[src/rgb_panel_regs.vh]
`ifndef RGB_PANEL_REGS_VH
`define RGB_PANEL_REGS_VH

// Frame geometry
`define H_ACTIVE 10'd480
`define V_ACTIVE 10'd800

// Pixel bus widths
`define BUS_WIDTH 24
`define FIFO_WIDTH 26
`define FIFO_DEPTH 8
`define FIFO_ADDR 3

// Bus width modes held in config register 0, bits [1:0]
`define MODE_POS 1:0
`define MODE_24 2'h0
`define MODE_18 2'h1
`define MODE_16 2'h2

// Serial configuration frame: read flag, 7 address bits, 8 data bits
`define CFG_FRAME_BITS 5'd16
`define CFG_HDR_BITS 5'd8
`define CFG_READ_POS 15
`define CFG_ADDR_POS 14:8
`define CFG_DATA_POS 7:0
`define CFG_REG_COUNT 8
`define CFG_REG_AW 3
`define CFG_RESET_VAL 8'h00

// Synchroniser width: all pins sampled by sys_clk
`define SYNC_WIDTH 32

`endif

[src/pixel_fifo.v]
`timescale 1ns/100ps
`default_nettype none

// Small pixel FIFO with a registered read stage
module pixel_fifo #(
  parameter WIDTH = 26,
  parameter DEPTH = 8,
  parameter AW = 3
) (
  input wire clk,
  input wire rst,
  input wire clr,
  input wire in_valid,
  output wire in_ready,
  input wire [WIDTH-1:0] in_data,
  output reg out_valid,
  input wire out_ready,
  output reg [WIDTH-1:0] out_data
);

  reg [WIDTH-1:0] mem [0:DEPTH-1]; // Storage array, no reset needed
  reg [AW-1:0] wr_ptr_reg; // Next slot to write
  reg [AW-1:0] rd_ptr_reg; // Next slot to read
  reg [AW:0] count_reg; // Words held in the array
  wire push;
  wire pop;

  // Full stops the writer; the output stage stalls when the reader stalls
  assign in_ready = (count_reg != DEPTH[AW:0]);
  assign push = in_valid & in_ready;
  assign pop = (count_reg != {(AW+1){1'b0}}) & (~out_valid | out_ready);

  // Array write
  always @(posedge clk) begin
    if (push) begin
      mem[wr_ptr_reg] <= in_data;
    end
  end

  // Pointers, fill level and output register
  always @(posedge clk or posedge rst) begin
    if (rst) begin
      wr_ptr_reg <= {AW{1'b0}};
      rd_ptr_reg <= {AW{1'b0}};
      count_reg <= {(AW+1){1'b0}};
      out_valid <= 1'b0;
      out_data <= {WIDTH{1'b0}};
    end else if (clr) begin
      // Pin reset drops whatever is in flight
      wr_ptr_reg <= {AW{1'b0}};
      rd_ptr_reg <= {AW{1'b0}};
      count_reg <= {(AW+1){1'b0}};
      out_valid <= 1'b0;
    end else begin
      if (push) begin
        wr_ptr_reg <= wr_ptr_reg + 1'b1;
      end
      if (pop) begin
        rd_ptr_reg <= rd_ptr_reg + 1'b1;
        out_data <= mem[rd_ptr_reg];
        out_valid <= 1'b1;
      end else if (out_ready) begin
        out_valid <= 1'b0;
      end
      // Level moves only when exactly one side acts
      if (push & ~pop) begin
        count_reg <= count_reg + 1'b1;
      end else if (pop & ~push) begin
        count_reg <= count_reg - 1'b1;
      end
    end
  end

endmodule // pixel_fifo

`default_nettype wire

[src/rgb_panel_port.v]
`timescale 1ns/100ps
`default_nettype none
`include "rgb_panel_regs.vh"

module rgb_panel_port (
  input wire sys_clk,
  input wire rst,
  input wire panel_reset_n,
  input wire dot_clk,
  input wire frame_sync_n,
  input wire line_sync_n,
  input wire pixel_data_valid_n,
  input wire [23:0] pixel_data_bus,
  input wire cfg_select_n,
  input wire cfg_clk,
  input wire cfg_data_in,
  output reg cfg_data_out,
  output reg cfg_data_out_oe,
  output wire pix_valid,
  input wire pix_ready,
  output wire [23:0] pix_data,
  output wire pix_frame_first,
  output wire pix_line_first,
  output reg pix_overflow,
  output reg frame_done,
  output reg [1:0] bus_width_mode
);

  // Expand a narrower bus to 24-bit colour, top bits copied into the gap
  function [23:0] expand_pixel;
    input [1:0] mode;
    input [23:0] bus;
    begin
      case (mode)
        `MODE_18: expand_pixel = {bus[17:12], bus[17:16], bus[11:6], bus[11:10],
                                  bus[5:0], bus[5:4]};
        `MODE_16: expand_pixel = {bus[15:11], bus[15:13], bus[10:5], bus[10:9],
                                  bus[4:0], bus[4:2]};
        default: expand_pixel = bus;
      endcase
    end
  endfunction

  wire [`SYNC_WIDTH-1:0] pins_raw; // Every pin from the outside world
  reg [`SYNC_WIDTH-1:0] sync1_reg; // First stage, read only by second
  reg [`SYNC_WIDTH-1:0] sync2_reg; // Safe copy of the pins
  reg dot_clk_d_reg; // Last seen dot clock level
  reg cfg_clk_d_reg; // Last seen serial clock level
  reg frame_sync_d_reg; // Sync levels at previous dot edge
  reg line_sync_d_reg;
  reg in_reset_reg; // Reset pin held low
  reg [9:0] col_reg; // Pixel index within line
  reg [9:0] row_reg; // Line index within frame
  reg frame_first_reg; // Next accepted pixel opens a frame
  reg line_first_reg; // Next accepted pixel opens a line
  reg seen_line_reg; // A line has started in this frame
  reg [7:0] cfg_regs [0:`CFG_REG_COUNT-1]; // Configuration bytes
  reg [15:0] cfg_shift_reg; // Serial input shift
  reg [4:0] cfg_bits_reg; // Bits received this frame
  reg [7:0] cfg_out_reg; // Read-back byte being shifted out
  reg fifo_in_valid_reg;
  reg [`FIFO_WIDTH-1:0] fifo_in_data_reg;
  wire fifo_in_ready;
  wire dot_rise;
  wire cfg_rise;
  wire cfg_fall;
  wire frame_sync_s;
  wire line_sync_s;
  wire valid_n_s;
  wire [23:0] bus_s;
  wire cfg_select_n_s;
  wire cfg_data_s;
  wire reset_n_s;
  wire frame_start;
  wire line_start;
  wire [`CFG_REG_AW-1:0] cfg_addr;
  integer i;

  assign pins_raw = {panel_reset_n, dot_clk, frame_sync_n, line_sync_n, pixel_data_valid_n,
                     pixel_data_bus, cfg_select_n, cfg_clk, cfg_data_in};

  // Two flip-flop synchroniser for every pin, one process so each stage has one driver
  always @(posedge sys_clk or posedge rst) begin
    if (rst) begin
      // Reset pin stage starts low, so leaving rst never looks like a pin release
      sync1_reg <= {1'b0, {(`SYNC_WIDTH-1){1'b1}}};
      sync2_reg <= {1'b0, {(`SYNC_WIDTH-1){1'b1}}};
    end else begin
      sync1_reg <= pins_raw;
      sync2_reg <= sync1_reg;
    end
  end

  assign reset_n_s = sync2_reg[31];
  assign frame_sync_s = sync2_reg[29];
  assign line_sync_s = sync2_reg[28];
  assign valid_n_s = sync2_reg[27];
  assign bus_s = sync2_reg[26:3];
  assign cfg_select_n_s = sync2_reg[2];
  assign cfg_data_s = sync2_reg[0];

  // Edges are found on the synchronised copies only
  assign dot_rise = sync2_reg[30] & ~dot_clk_d_reg;
  assign cfg_rise = sync2_reg[1] & ~cfg_clk_d_reg;
  assign cfg_fall = ~sync2_reg[1] & cfg_clk_d_reg;
  // Syncs are taken as active low; a falling level marks the start
  assign frame_start = dot_rise & ~frame_sync_s & frame_sync_d_reg;
  assign line_start = dot_rise & ~line_sync_s & line_sync_d_reg;
  assign cfg_addr = cfg_shift_reg[`CFG_REG_AW-1:0];

  // Edge history and reset pin level
  always @(posedge sys_clk or posedge rst) begin
    if (rst) begin
      dot_clk_d_reg <= 1'b1;
      cfg_clk_d_reg <= 1'b1;
      in_reset_reg <= 1'b1;
    end else begin
      dot_clk_d_reg <= sync2_reg[30];
      cfg_clk_d_reg <= sync2_reg[1];
      in_reset_reg <= ~reset_n_s;
    end
  end

  // Pixel capture, one decision per dot clock rising edge
  always @(posedge sys_clk or posedge rst) begin
    if (rst) begin
      frame_sync_d_reg <= 1'b1;
      line_sync_d_reg <= 1'b1;
      col_reg <= 10'h000;
      row_reg <= 10'h000;
      frame_first_reg <= 1'b0;
      line_first_reg <= 1'b0;
      seen_line_reg <= 1'b0;
      fifo_in_valid_reg <= 1'b0;
      fifo_in_data_reg <= {`FIFO_WIDTH{1'b0}};
      pix_overflow <= 1'b0;
      frame_done <= 1'b0;
    end else if (in_reset_reg) begin
      // Everything but fifo_in_data_reg back to its starting point while the pin is low
      frame_sync_d_reg <= 1'b1;
      line_sync_d_reg <= 1'b1;
      col_reg <= 10'h000;
      row_reg <= 10'h000;
      frame_first_reg <= 1'b0;
      line_first_reg <= 1'b0;
      seen_line_reg <= 1'b0;
      fifo_in_valid_reg <= 1'b0;
      pix_overflow <= 1'b0;
      frame_done <= 1'b0;
    end else begin
      frame_done <= 1'b0;
      // Hold the word until the FIFO takes it
      if (fifo_in_ready) begin
        fifo_in_valid_reg <= 1'b0;
      end
      if (dot_rise) begin
        frame_sync_d_reg <= frame_sync_s;
        line_sync_d_reg <= line_sync_s;
      end
      if (frame_start) begin
        // New frame: counters back to the top left
        row_reg <= 10'h000;
        col_reg <= 10'h000;
        frame_first_reg <= 1'b1;
        line_first_reg <= 1'b1;
        seen_line_reg <= 1'b0;
        pix_overflow <= 1'b0;
      end else if (line_start) begin
        // First line after the frame sync keeps row zero
        col_reg <= 10'h000;
        line_first_reg <= 1'b1;
        seen_line_reg <= 1'b1;
        if (seen_line_reg && row_reg < `V_ACTIVE) begin
          row_reg <= row_reg + 10'h001;
        end
      end else if (dot_rise && !valid_n_s && frame_sync_s && line_sync_s) begin
        // Only enabled pixels outside sync intervals, inside the frame, are kept
        if (col_reg < `H_ACTIVE && row_reg < `V_ACTIVE) begin
          if (fifo_in_valid_reg && !fifo_in_ready) begin
            // Previous word still stuck: this pixel is lost
            pix_overflow <= 1'b1;
          end else begin
            fifo_in_valid_reg <= 1'b1;
            fifo_in_data_reg <= {frame_first_reg, line_first_reg,
                                 expand_pixel(bus_width_mode, bus_s)};
          end
          frame_first_reg <= 1'b0;
          line_first_reg <= 1'b0;
          col_reg <= col_reg + 10'h001;
          if (col_reg == `H_ACTIVE - 10'h001 && row_reg == `V_ACTIVE - 10'h001) begin
            frame_done <= 1'b1;
          end
        end
      end
    end
  end

  // Serial configuration: sample on rising, shift out on falling serial clock
  always @(posedge sys_clk or posedge rst) begin
    if (rst) begin
      cfg_shift_reg <= 16'h0000;
      cfg_bits_reg <= 5'h00;
      cfg_out_reg <= 8'h00;
      cfg_data_out <= 1'b0;
      cfg_data_out_oe <= 1'b0;
      bus_width_mode <= `MODE_24;
      for (i = 0; i < `CFG_REG_COUNT; i = i + 1) begin
        cfg_regs[i] <= `CFG_RESET_VAL;
      end
    end else if (in_reset_reg || cfg_select_n_s) begin
      // Deselected: clock and data are ignored, the frame restarts
      cfg_bits_reg <= 5'h00;
      cfg_data_out <= 1'b0;
      cfg_data_out_oe <= 1'b0;
      if (in_reset_reg) begin
        bus_width_mode <= `MODE_24;
        for (i = 0; i < `CFG_REG_COUNT; i = i + 1) begin
          cfg_regs[i] <= `CFG_RESET_VAL;
        end
      end
    end else begin
      if (cfg_rise && cfg_bits_reg < `CFG_FRAME_BITS) begin
        cfg_shift_reg <= {cfg_shift_reg[14:0], cfg_data_s};
        cfg_bits_reg <= cfg_bits_reg + 5'h01;
        if (cfg_bits_reg == `CFG_HDR_BITS - 5'h01 && cfg_shift_reg[6]) begin
          // Read header complete: fetch the addressed byte
          cfg_out_reg <= cfg_regs[{cfg_shift_reg[1:0], cfg_data_s}];
        end
        if (cfg_bits_reg == `CFG_FRAME_BITS - 5'h01 && !cfg_shift_reg[14]) begin
          cfg_regs[cfg_shift_reg[9:7]] <= {cfg_shift_reg[6:0], cfg_data_s};
          if (cfg_shift_reg[9:7] == 3'h0) begin
            bus_width_mode <= cfg_shift_reg[0] ? `MODE_16 :
                              (cfg_data_s ? `MODE_18 : `MODE_24);
          end
        end
      end
      if (cfg_fall && cfg_bits_reg >= `CFG_HDR_BITS && cfg_bits_reg < `CFG_FRAME_BITS
          && cfg_shift_reg[cfg_bits_reg[3:0] - 4'h1]) begin
        // Read data phase: MSB first on the dedicated output
        cfg_data_out <= cfg_out_reg[7];
        cfg_out_reg <= {cfg_out_reg[6:0], 1'b0};
        cfg_data_out_oe <= 1'b1;
      end else if (cfg_fall && cfg_bits_reg == `CFG_FRAME_BITS) begin
        cfg_data_out <= 1'b0;
        cfg_data_out_oe <= 1'b0;
      end
    end
  end

  // Pixel FIFO between capture and the display side
  pixel_fifo #(
    .WIDTH(`FIFO_WIDTH),
    .DEPTH(`FIFO_DEPTH),
    .AW(`FIFO_ADDR)
  ) u_fifo (
    .clk(sys_clk),
    .rst(rst),
    .clr(in_reset_reg),
    .in_valid(fifo_in_valid_reg),
    .in_ready(fifo_in_ready),
    .in_data(fifo_in_data_reg),
    .out_valid(pix_valid),
    .out_ready(pix_ready),
    .out_data({pix_frame_first, pix_line_first, pix_data})
  );

endmodule // rgb_panel_port

`default_nettype wire

[config.mk]
export PLATFORM = sky130hd
export DESIGN_NAME = rgb_panel_port
export DESIGN_NICKNAME = d
export VERILOG_FILES = /design/src/pixel_fifo.v /design/src/rgb_panel_port.v
export VERILOG_INCLUDE_DIRS = /design/src
export SDC_FILE = /design/constraint.sdc
export NUM_CORES = 1
export LEC_CHECK = 0
export BUFFER_PORTS_ARGS = -buffer_cell sky130_fd_sc_hd__buf_4
export CORE_UTILIZATION = 55
export CTS_CLUSTER_DIAMETER = 80
export DETAILED_ROUTE_END_ITERATION = 7
export GPL_TIMING_DRIVEN = 1
export PLACE_DENSITY = 0.72
export SLEW_MARGIN = 20
export SYNTH_ARGS = -nofsm -noshare
export SYNTH_HDL_FRONTEND = slang
export SYNTH_SLANG_ARGS = --single-unit
export TNS_END_PERCENT = 50
[constraint.sdc]
create_clock -name sys_clk -period 11.87 [get_ports sys_clk]
set_input_delay 1.187 -clock sys_clk [delete_from_list [all_inputs] [get_ports sys_clk]]
set_output_delay 1.187 -clock sys_clk [all_outputs]
set_load 0.005 [all_outputs]
==> key figures, run 1 <==
Outcome
  • Outcome: finished, final reports clean

Pwr
  • Reg power frac: 50.1%
  • Leak: between 8 and 9 nW
  • Gate power share: 14.3%
  • P_int: between 2 and 3 mW
  • Clock share of power: between 30% and 40%
  • Switch share: between 20% and 30%
  • PD cells: ~180 mW/mm2
  • Switch Pwr: slightly below 1 mW
  • Worst vdd ir: roughly 0.14 mV

Global routing
  • Grt ovf: 0
  • Vias in the first global route: roughly 10k
  • Total GRT Usage: between 20% and 30%
  • Initial antenna violation count: 0
  • Largest net degree at the start of global routing: 110
  • First-pass GRT wire length: 56,800 um

Detailed routing
  • DRT Pass-1 Iters: 5
  • Wirelength per Cell: about 20 um
  • Routed Wire Length: around 36,000 um
  • # DRC: 0
  • Vias: a little over 10k
  • ANT nets after route: 0
  • Vias per Instance: about 5.8
  • Number of DRC markers in iteration 0: between 700 and 800

Clocking
  • Setup bufs post-CTS: 0
  • Post-CTS Hold Buffers: 0
  • Longest Clk Path Bufs: 3
  • Sink Count: about 460
  • Inserted Clock Buffers: 45
  • Clock-pin slew on the worst setup and hold paths: about 0.060 ns
  • Clk_lat worst skew: 0.55 ns
  • # resized after CTS: 0
  • Root buffer cell: clkbuf_16
  • TritonCTS clock tree: built
  • # H-tree levels: 2

Setup path
  • Crit end category: flip-flop
  • Cell-by-cell trace of the critical path: ha_1 > and3_2 > ha_1 > nor3b_1 > nand4b_1 > nor3b_1 > a21oi_1 > nor2_1
  • CP max stage delay: 0.75 ns
  • Worst R2R End: bus_width_mode[0]
  • Data arrival, critical path: 3.41 ns
  • Top delay family on crit path: simple AND/OR/NAND/NOR gates
  • R2R setup slack: 8.94 ns
  • Worst path required time: 12.35 ns
  • Critical setup path kind: flip-flop to flip-flop
  • R2r worst-path depth: 8
  • Reg-to-reg startpoint: cfg_bits_reg[0]
  • Maximum fanout along the worst path: 14
  • Critical Path Start: cfg_bits_reg[0]
  • CP bufs+invs: 0
  • Slowest-stage cell, CP: nand4b_1
  • Crit start category: flip-flop

Die
  • Chip width: 186 um
  • IO Pins: about 70
  • Die Area: approximately 0.035 mm2
  • Core area: roughly 0.033 mm2
  • FP Rows: 67
  • Die Y: approximately 190 um
  • Initial core utilization: 55.8%

Synth
  • Syn_nets: between 1k and 1.5k
  • Sequential area share after synthesis: just under 70%
  • Mean Syn Cell Area: approximately 15 um2
  • Post-Syn Instances: about 1.2k
  • Asr flop ratio synth: between 50% and 60%
  • Yosys reg bits: 463
  • Synth top area share: around 33%
  • Yosys Warn Count: 0
  • Post-synth cell types: 62
  • Post-Syn Area: 0.0187 mm2
  • Yosys top cell by area: edfxtp_1
  • Post-synth EDFFs: about 210
  • Ranking of synthesized cells by area: edfxtp_1 33%, dfrtp_1 25%, dfstp_2 9.4%
  • Top FF cell, synth: edfxtp_1

Min path
  • Min-Delay Endpoint: sync2_reg[6]
  • Hold Crit Depth: 0
  • Min-delay src: sync1_reg[6]
  • Hold Path Class: flip-flop to flip-flop

Timing
  • Final worst slack: 8.94 ns
  • Tmin final: between 2 and 3 ns
  • RSZ-0062 raised after global routing: no
  • WHS: about 0.35 ns
  • Slew margin rel.: between 30% and 40%
  • Final hold violations: 0
  • Final setup vio count: 0
  • Final clock period utilization by the worst path: about 25%
  • Final Slew Violations: 0
  • Final Skew: 0.0182 ns
  • Actual slew at the worst max-slew pin: roughly 1.0 ns
  • TNS Setup: 0 ns
  • FMAX: between 300 and 400 MHz

Place
  • Placed insts: about 1.7k
  • # port buffers: 67
  • DP HPWL: ~22,000 um
  • Gpl congestion: just over 0.8
  • Post-place setup slack: 8.69 ns

Finish
  • Fill cells: about 2.4k
  • Area Overhead vs Synth: 12.7%
  • Post-route insts no fill: between 1.5k and 2k
  • Share of layout cells above drive strength 1: a little over a quarter
  • Final-stage net count: 1,316
  • Biggest regs: u_fifo.mem x208, cfg_regs x64
  • Number of flip-flops in the largest register: 208
  • Top reg by flops: u_fifo.mem
  • Antenna cells: 0

Job
  • Reported max-cap violation count: 0
-- metal layers --
metal	wire, um	GRT usage (%)	up-vias
met5	0	0	-
met2	17400	34.4	228
met1	16400	31.9	5277
met3	1680	3.29	45
li1	-	-	4589
met4	509	5.18	0
-- cells in the mapped netlist (10+ instances only) --
cell type,number
a21oi_1,53
a22oi_1,18
buf_2,15
clkbuf_1,50
dfrtp_1,188
dfstp_2,67
edfxtp_1,208
ha_1,11
inv_1,16
mux2_2,38
mux2i_1,100
mux4_2,72
nand2_1,55
nand3_1,19
nand4_1,10
nor2_1,135
nor2b_1,12
o21ai_0,23
xor2_1,19
-- per-stage QoR --
| step | utilization (%) | total power, mW | cell area [um2] |
|---|---|---|---|
| after floorplan | - | 2.32 | 18700 |
| after global placement | 58.5 | 2.51 | 19600 |
| after detailed placement | 58.5 | 2.52 | 19600 |
| after CTS | 62.8 | 3.90 | 21000 |
| after global routing | 62.9 | 4.03 | 21000 |
| final | 62.9 | 3.86 | 21000 |
-- kinds of logic (layout without fill, tap and decap cells) --
group	after synthesis	in the layout	synth area share (%)
compound gates	120	120	3.91
flops	463	463	68.1
fa+ha+maj	12	12	0.845
simple gates	287	287	7.38
xor+xnor	24	24	1.13
buf+inv	89	185	2.02
mux	214	214	16.6
-- layout by cell type, fill, tap and decap left out, types with 9 or more instances in the layout --
cell type  synthesis  layout
edfxtp_1         208     208
dfrtp_1          188     186
nor2_1           135     129
mux2i_1          100     100
buf_4              0      83
mux4_2            72      72
dfstp_2           67      67
nand2_1           55      55
a21oi_1           53      53
clkbuf_16          0      45
mux2_2            38      38
o21ai_0           23      23
nand3_1           19      19
xor2_1            19      19
a22oi_1           18      18
inv_1             16      15
nor2b_1           12      12
clkbuf_1          50      11
nand4_1           10      10
ha_1              11      10
clkinv_2           0       9
-- area by class of cell --
cell class | instances | area, um2 | area share (%)
tap | 448 | 561 | 2.66
inverter | 17 | 71.3 | 0.339
sequential | 463 | 12700 | 60.5
timing repair buffer | 85 | 662 | 3.15
clock buffer | 61 | 1240 | 5.88
clock inverter | 22 | 186 | 0.886
multi-input combinational | 657 | 5600 | 26.6
-- worst max-delay path by stage --
| stage | to | depth (start not counted) |
|---|---|---|
| floorplan | bus_width_mode[0] | 1 |
| global placement | u_fifo.count_reg[3] | 10 |
| detailed placement | u_fifo.count_reg[3] | 10 |
| CTS | bus_width_mode[0] | 8 |
| global route | bus_width_mode[0] | 8 |
| finish | bus_width_mode[0] | 8 |
-- power by group through the flow --
| stage | Clock, mW | Combinational, mW | Sequential, mW |
|---|---|---|---|
| 2_1_floorplan | 0 | 0.425 | 1.89 |
| 3_3_place_gp | 0 | 0.517 | 1.99 |
| 3_5_place_dp | 0 | 0.522 | 2.00 |
| 4_1_cts | 1.40 | 0.526 | 1.97 |
| 5_1_grt | 1.46 | 0.608 | 1.96 |
| 6_report | 1.37 | 0.554 | 1.94 |
-- worst reg2reg max path, cell delays in order (launching register included) --
cell,delay (ns)
dfrtp_1,0.59
ha_1,0.25
and3_2,0.17
ha_1,0.18
nor3b_1,0.31
nand4b_1,0.75
nor3b_1,0.45
a21oi_1,0.07
nor2_1,0.11
No activity file was read; power rests on OpenSTA's default activity.
==> run 2, diff against run 1 <==
clock period = 2.8 ns   (was 11.87 ns; I/O delays follow)
==> key figures, run 2 (synthesis results as in run 1) <==
Detailed routing
  • # DRC: 0 (unchanged)
  • Number of DRC markers in iteration 0: 761 (+5.0%)
  • Routed Wire Length: 37,300 um (+3.8%)
  • DRT Pass-1 Iters: 5 (unchanged)
  • Wirelength per Cell: 20.6 um (+0.15%)
  • Vias per Instance: 5.75 (-0.66%)
  • Vias: 10.4k (+3.0%)
  • ANT nets after route: 0 (unchanged)

Timing
  • Final setup vio count: 0 (unchanged)
  • FMAX: 394 MHz (+15%)
  • Actual slew at the worst max-slew pin: 0.769 ns (-0.260 ns)
  • Final Slew Violations: 0 (unchanged)
  • Final clock period utilization by the worst path: 90.7% (+66 points)
  • TNS Setup: 0 ns (unchanged)
  • WHS: 0.352 ns (-0.000231 ns)
  • Final Skew: 0.0193 ns (+0.00116 ns)
  • Tmin final: 2.54 ns (-0.392 ns)
  • Slew margin rel.: 48.6% (+18 points)
  • RSZ-0062 raised after global routing: no
  • Final hold violations: 0 (unchanged)

Die
  • Chip width: 186 um (unchanged)
  • Core area: 0.0334 mm2 (unchanged)
  • FP Rows: 67 (unchanged)
  • Die Area: 0.0347 mm2 (unchanged)
  • Die Y: 186 um (unchanged)
  • Initial core utilization: 55.8% (unchanged)
  • IO Pins: 68 (unchanged)

Min path
  • Hold Path Class: flip-flop to flip-flop

Finish
  • Top reg by flops: u_fifo.mem
  • Commonest cells after routing, fill and taps aside: 208 x edfxtp_1, 186 x dfrtp_1, 129 x nor2_1, 104 x buf_4, 100 x mux2i_1
  • Final-stage net count: 1,377 (+4.6%)
  • Biggest regs: u_fifo.mem x208, cfg_regs x64
  • Commonest non-fill, non-tap cell in the layout: edfxtp_1
  • Area Overhead vs Synth: 16.5%
  • Number of flip-flops in the largest register: 208 (unchanged)
  • Antenna cells: 0 (unchanged)
  • Fill cells: 2,332 (-3.5%)
  • Share of layout cells above drive strength 1: 28.2% (+1.3 points)

Global routing
  • Largest net degree at the start of global routing: 75 (-32%)
  • Vias in the first global route: 10.5k (+2.9%)
  • Total GRT Usage: 22.5% (+0.78 points)
  • Grt ovf: 0 (unchanged)
  • Initial antenna violation count: 0 (unchanged)
  • First-pass GRT wire length: 58,300 um (+2.7%)

Outcome
  • Outcome: finished, final reports clean

Clocking
  • # H-tree levels: 2 (unchanged)
  • Longest Clk Path Bufs: 3 (unchanged)
  • Clk_lat worst skew: 0.57 ns (+0.02 ns)
  • Clock-pin slew on the worst setup and hold paths: 0.06 ns (about the same)
  • Inserted Clock Buffers: 47 (+4.4%)
  • TritonCTS clock tree: built
  • Sink Count: 463 (unchanged)
  • Root buffer cell: clkbuf_16

Setup path
  • Worst path required time: 3.25 ns (-9.10 ns)
  • Maximum fanout along the worst path: 15 (+1)
  • Critical setup path kind: flip-flop to flip-flop
  • Data arrival, critical path: 2.99 ns (-0.42 ns)
  • Crit start category: flip-flop
  • Crit end category: flip-flop

Pwr
  • Design Power: 16.8 mW (+330%)
  • Worst vdd ir: 0.535 mV (+270%)
  • Leak: 8.60 nW (+4.1%)
  • PD cells: 772 mW/mm2 (+320%)

Place
  • # port buffers: 67 (unchanged)
  • Gpl congestion: 0.782 (-5.0%)
  • DP HPWL: 22,500 um (+3.8%)

Job
  • Reported max-cap violation count: 0 (unchanged)
run 2: changes by cell type in the layout (fill, tap and decap cells not counted), moves of 3 or more:
cell,change
dlygate4sd3_1,+34
clkbuf_8,+8
buf_4,+21
clkinv_1,-6
clkbuf_16,+3
bufinv_16,-3
buf_12,+6
run 2: what timing repair did:
item,CTS,global route
gates resized for setup,0,1
setup endpoints to repair,0,2
setup buffers,0,0
hold buffers,34,0
endpoints found under the hold margin,47,0
run 2: power by group:
part / switching [mW] / internal (mW)
Clock: 2.57 / 3.53
Combinational: 1.19 / 1.37
Sequential: 0.481 / 7.65
Total: 4.24 / 12.5
run 2: path summary, 6_finish.rpt:
| check | startpoint | endpoint | slack (ns) | cells after the start |
|---|---|---|---|---|
| max | cfg_bits_reg[1] | cfg_out_reg[7] | 0.26 | 7 |
| min | sync1_reg[10] | sync2_reg[10] | 0.35 | 0 |
| max reg2reg | cfg_bits_reg[1] | cfg_out_reg[7] | 0.26 | 7 |
| min reg2reg | sync1_reg[10] | sync2_reg[10] | 0.35 | 0 |
| max in group asynchronous | rst | sync2_reg[2] | 1.52 | 4 |
| min in group asynchronous | rst | fifo_in_data_reg[23] | 0.43 | 3 |
run 2: metrics by stage:
step / setup WS [ns] / area [um2] / std cells / util (%)
6_report: 0.260 / 21700 / 1817 / 65.0
5_1_grt: 0.0560 / 21700 / 1817 / 65.0
4_1_cts: 0.151 / 21700 / 1817 / 65.0
3_5_place_dp: 0.168 / 19800 / 1695 / 59.3
3_3_place_gp: 0.311 / 19800 / 1695 / 59.3
2_1_floorplan: -0.783 / 18700 / 1209 / -
run 2: layout make-up:
class	count	area, um2	area share (%)
multi-input combinational	657	5610	25.8
inverter	17	67.6	0.311
clock buffer	73	1430	6.56
timing repair buffer	144	1240	5.71
clock inverter	15	119	0.547
sequential	463	12700	58.5
tap	448	561	2.58
run 2: worst max-delay path, stage by stage (launching register included):
cell,delay (ns)
dfrtp_1,0.40
inv_1,0.07
ha_1,0.41
mux4_2,0.54
and3_1,0.23
o211ai_4,0.37
a21oi_1,0.14
a211oi_1,0.27
run 2: metal layers:
| layer | track usage [%] | up-vias | wire length, um |
|---|---|---|---|
| met1 | 31.6 | 5424 | 16600 |
| met5 | 0 | - | 0 |
| met3 | 3.91 | 55 | 1680 |
| met4 | 5.84 | 0 | 719 |
| li1 | - | 4722 | - |
| met2 | 36.6 | 239 | 18400 |
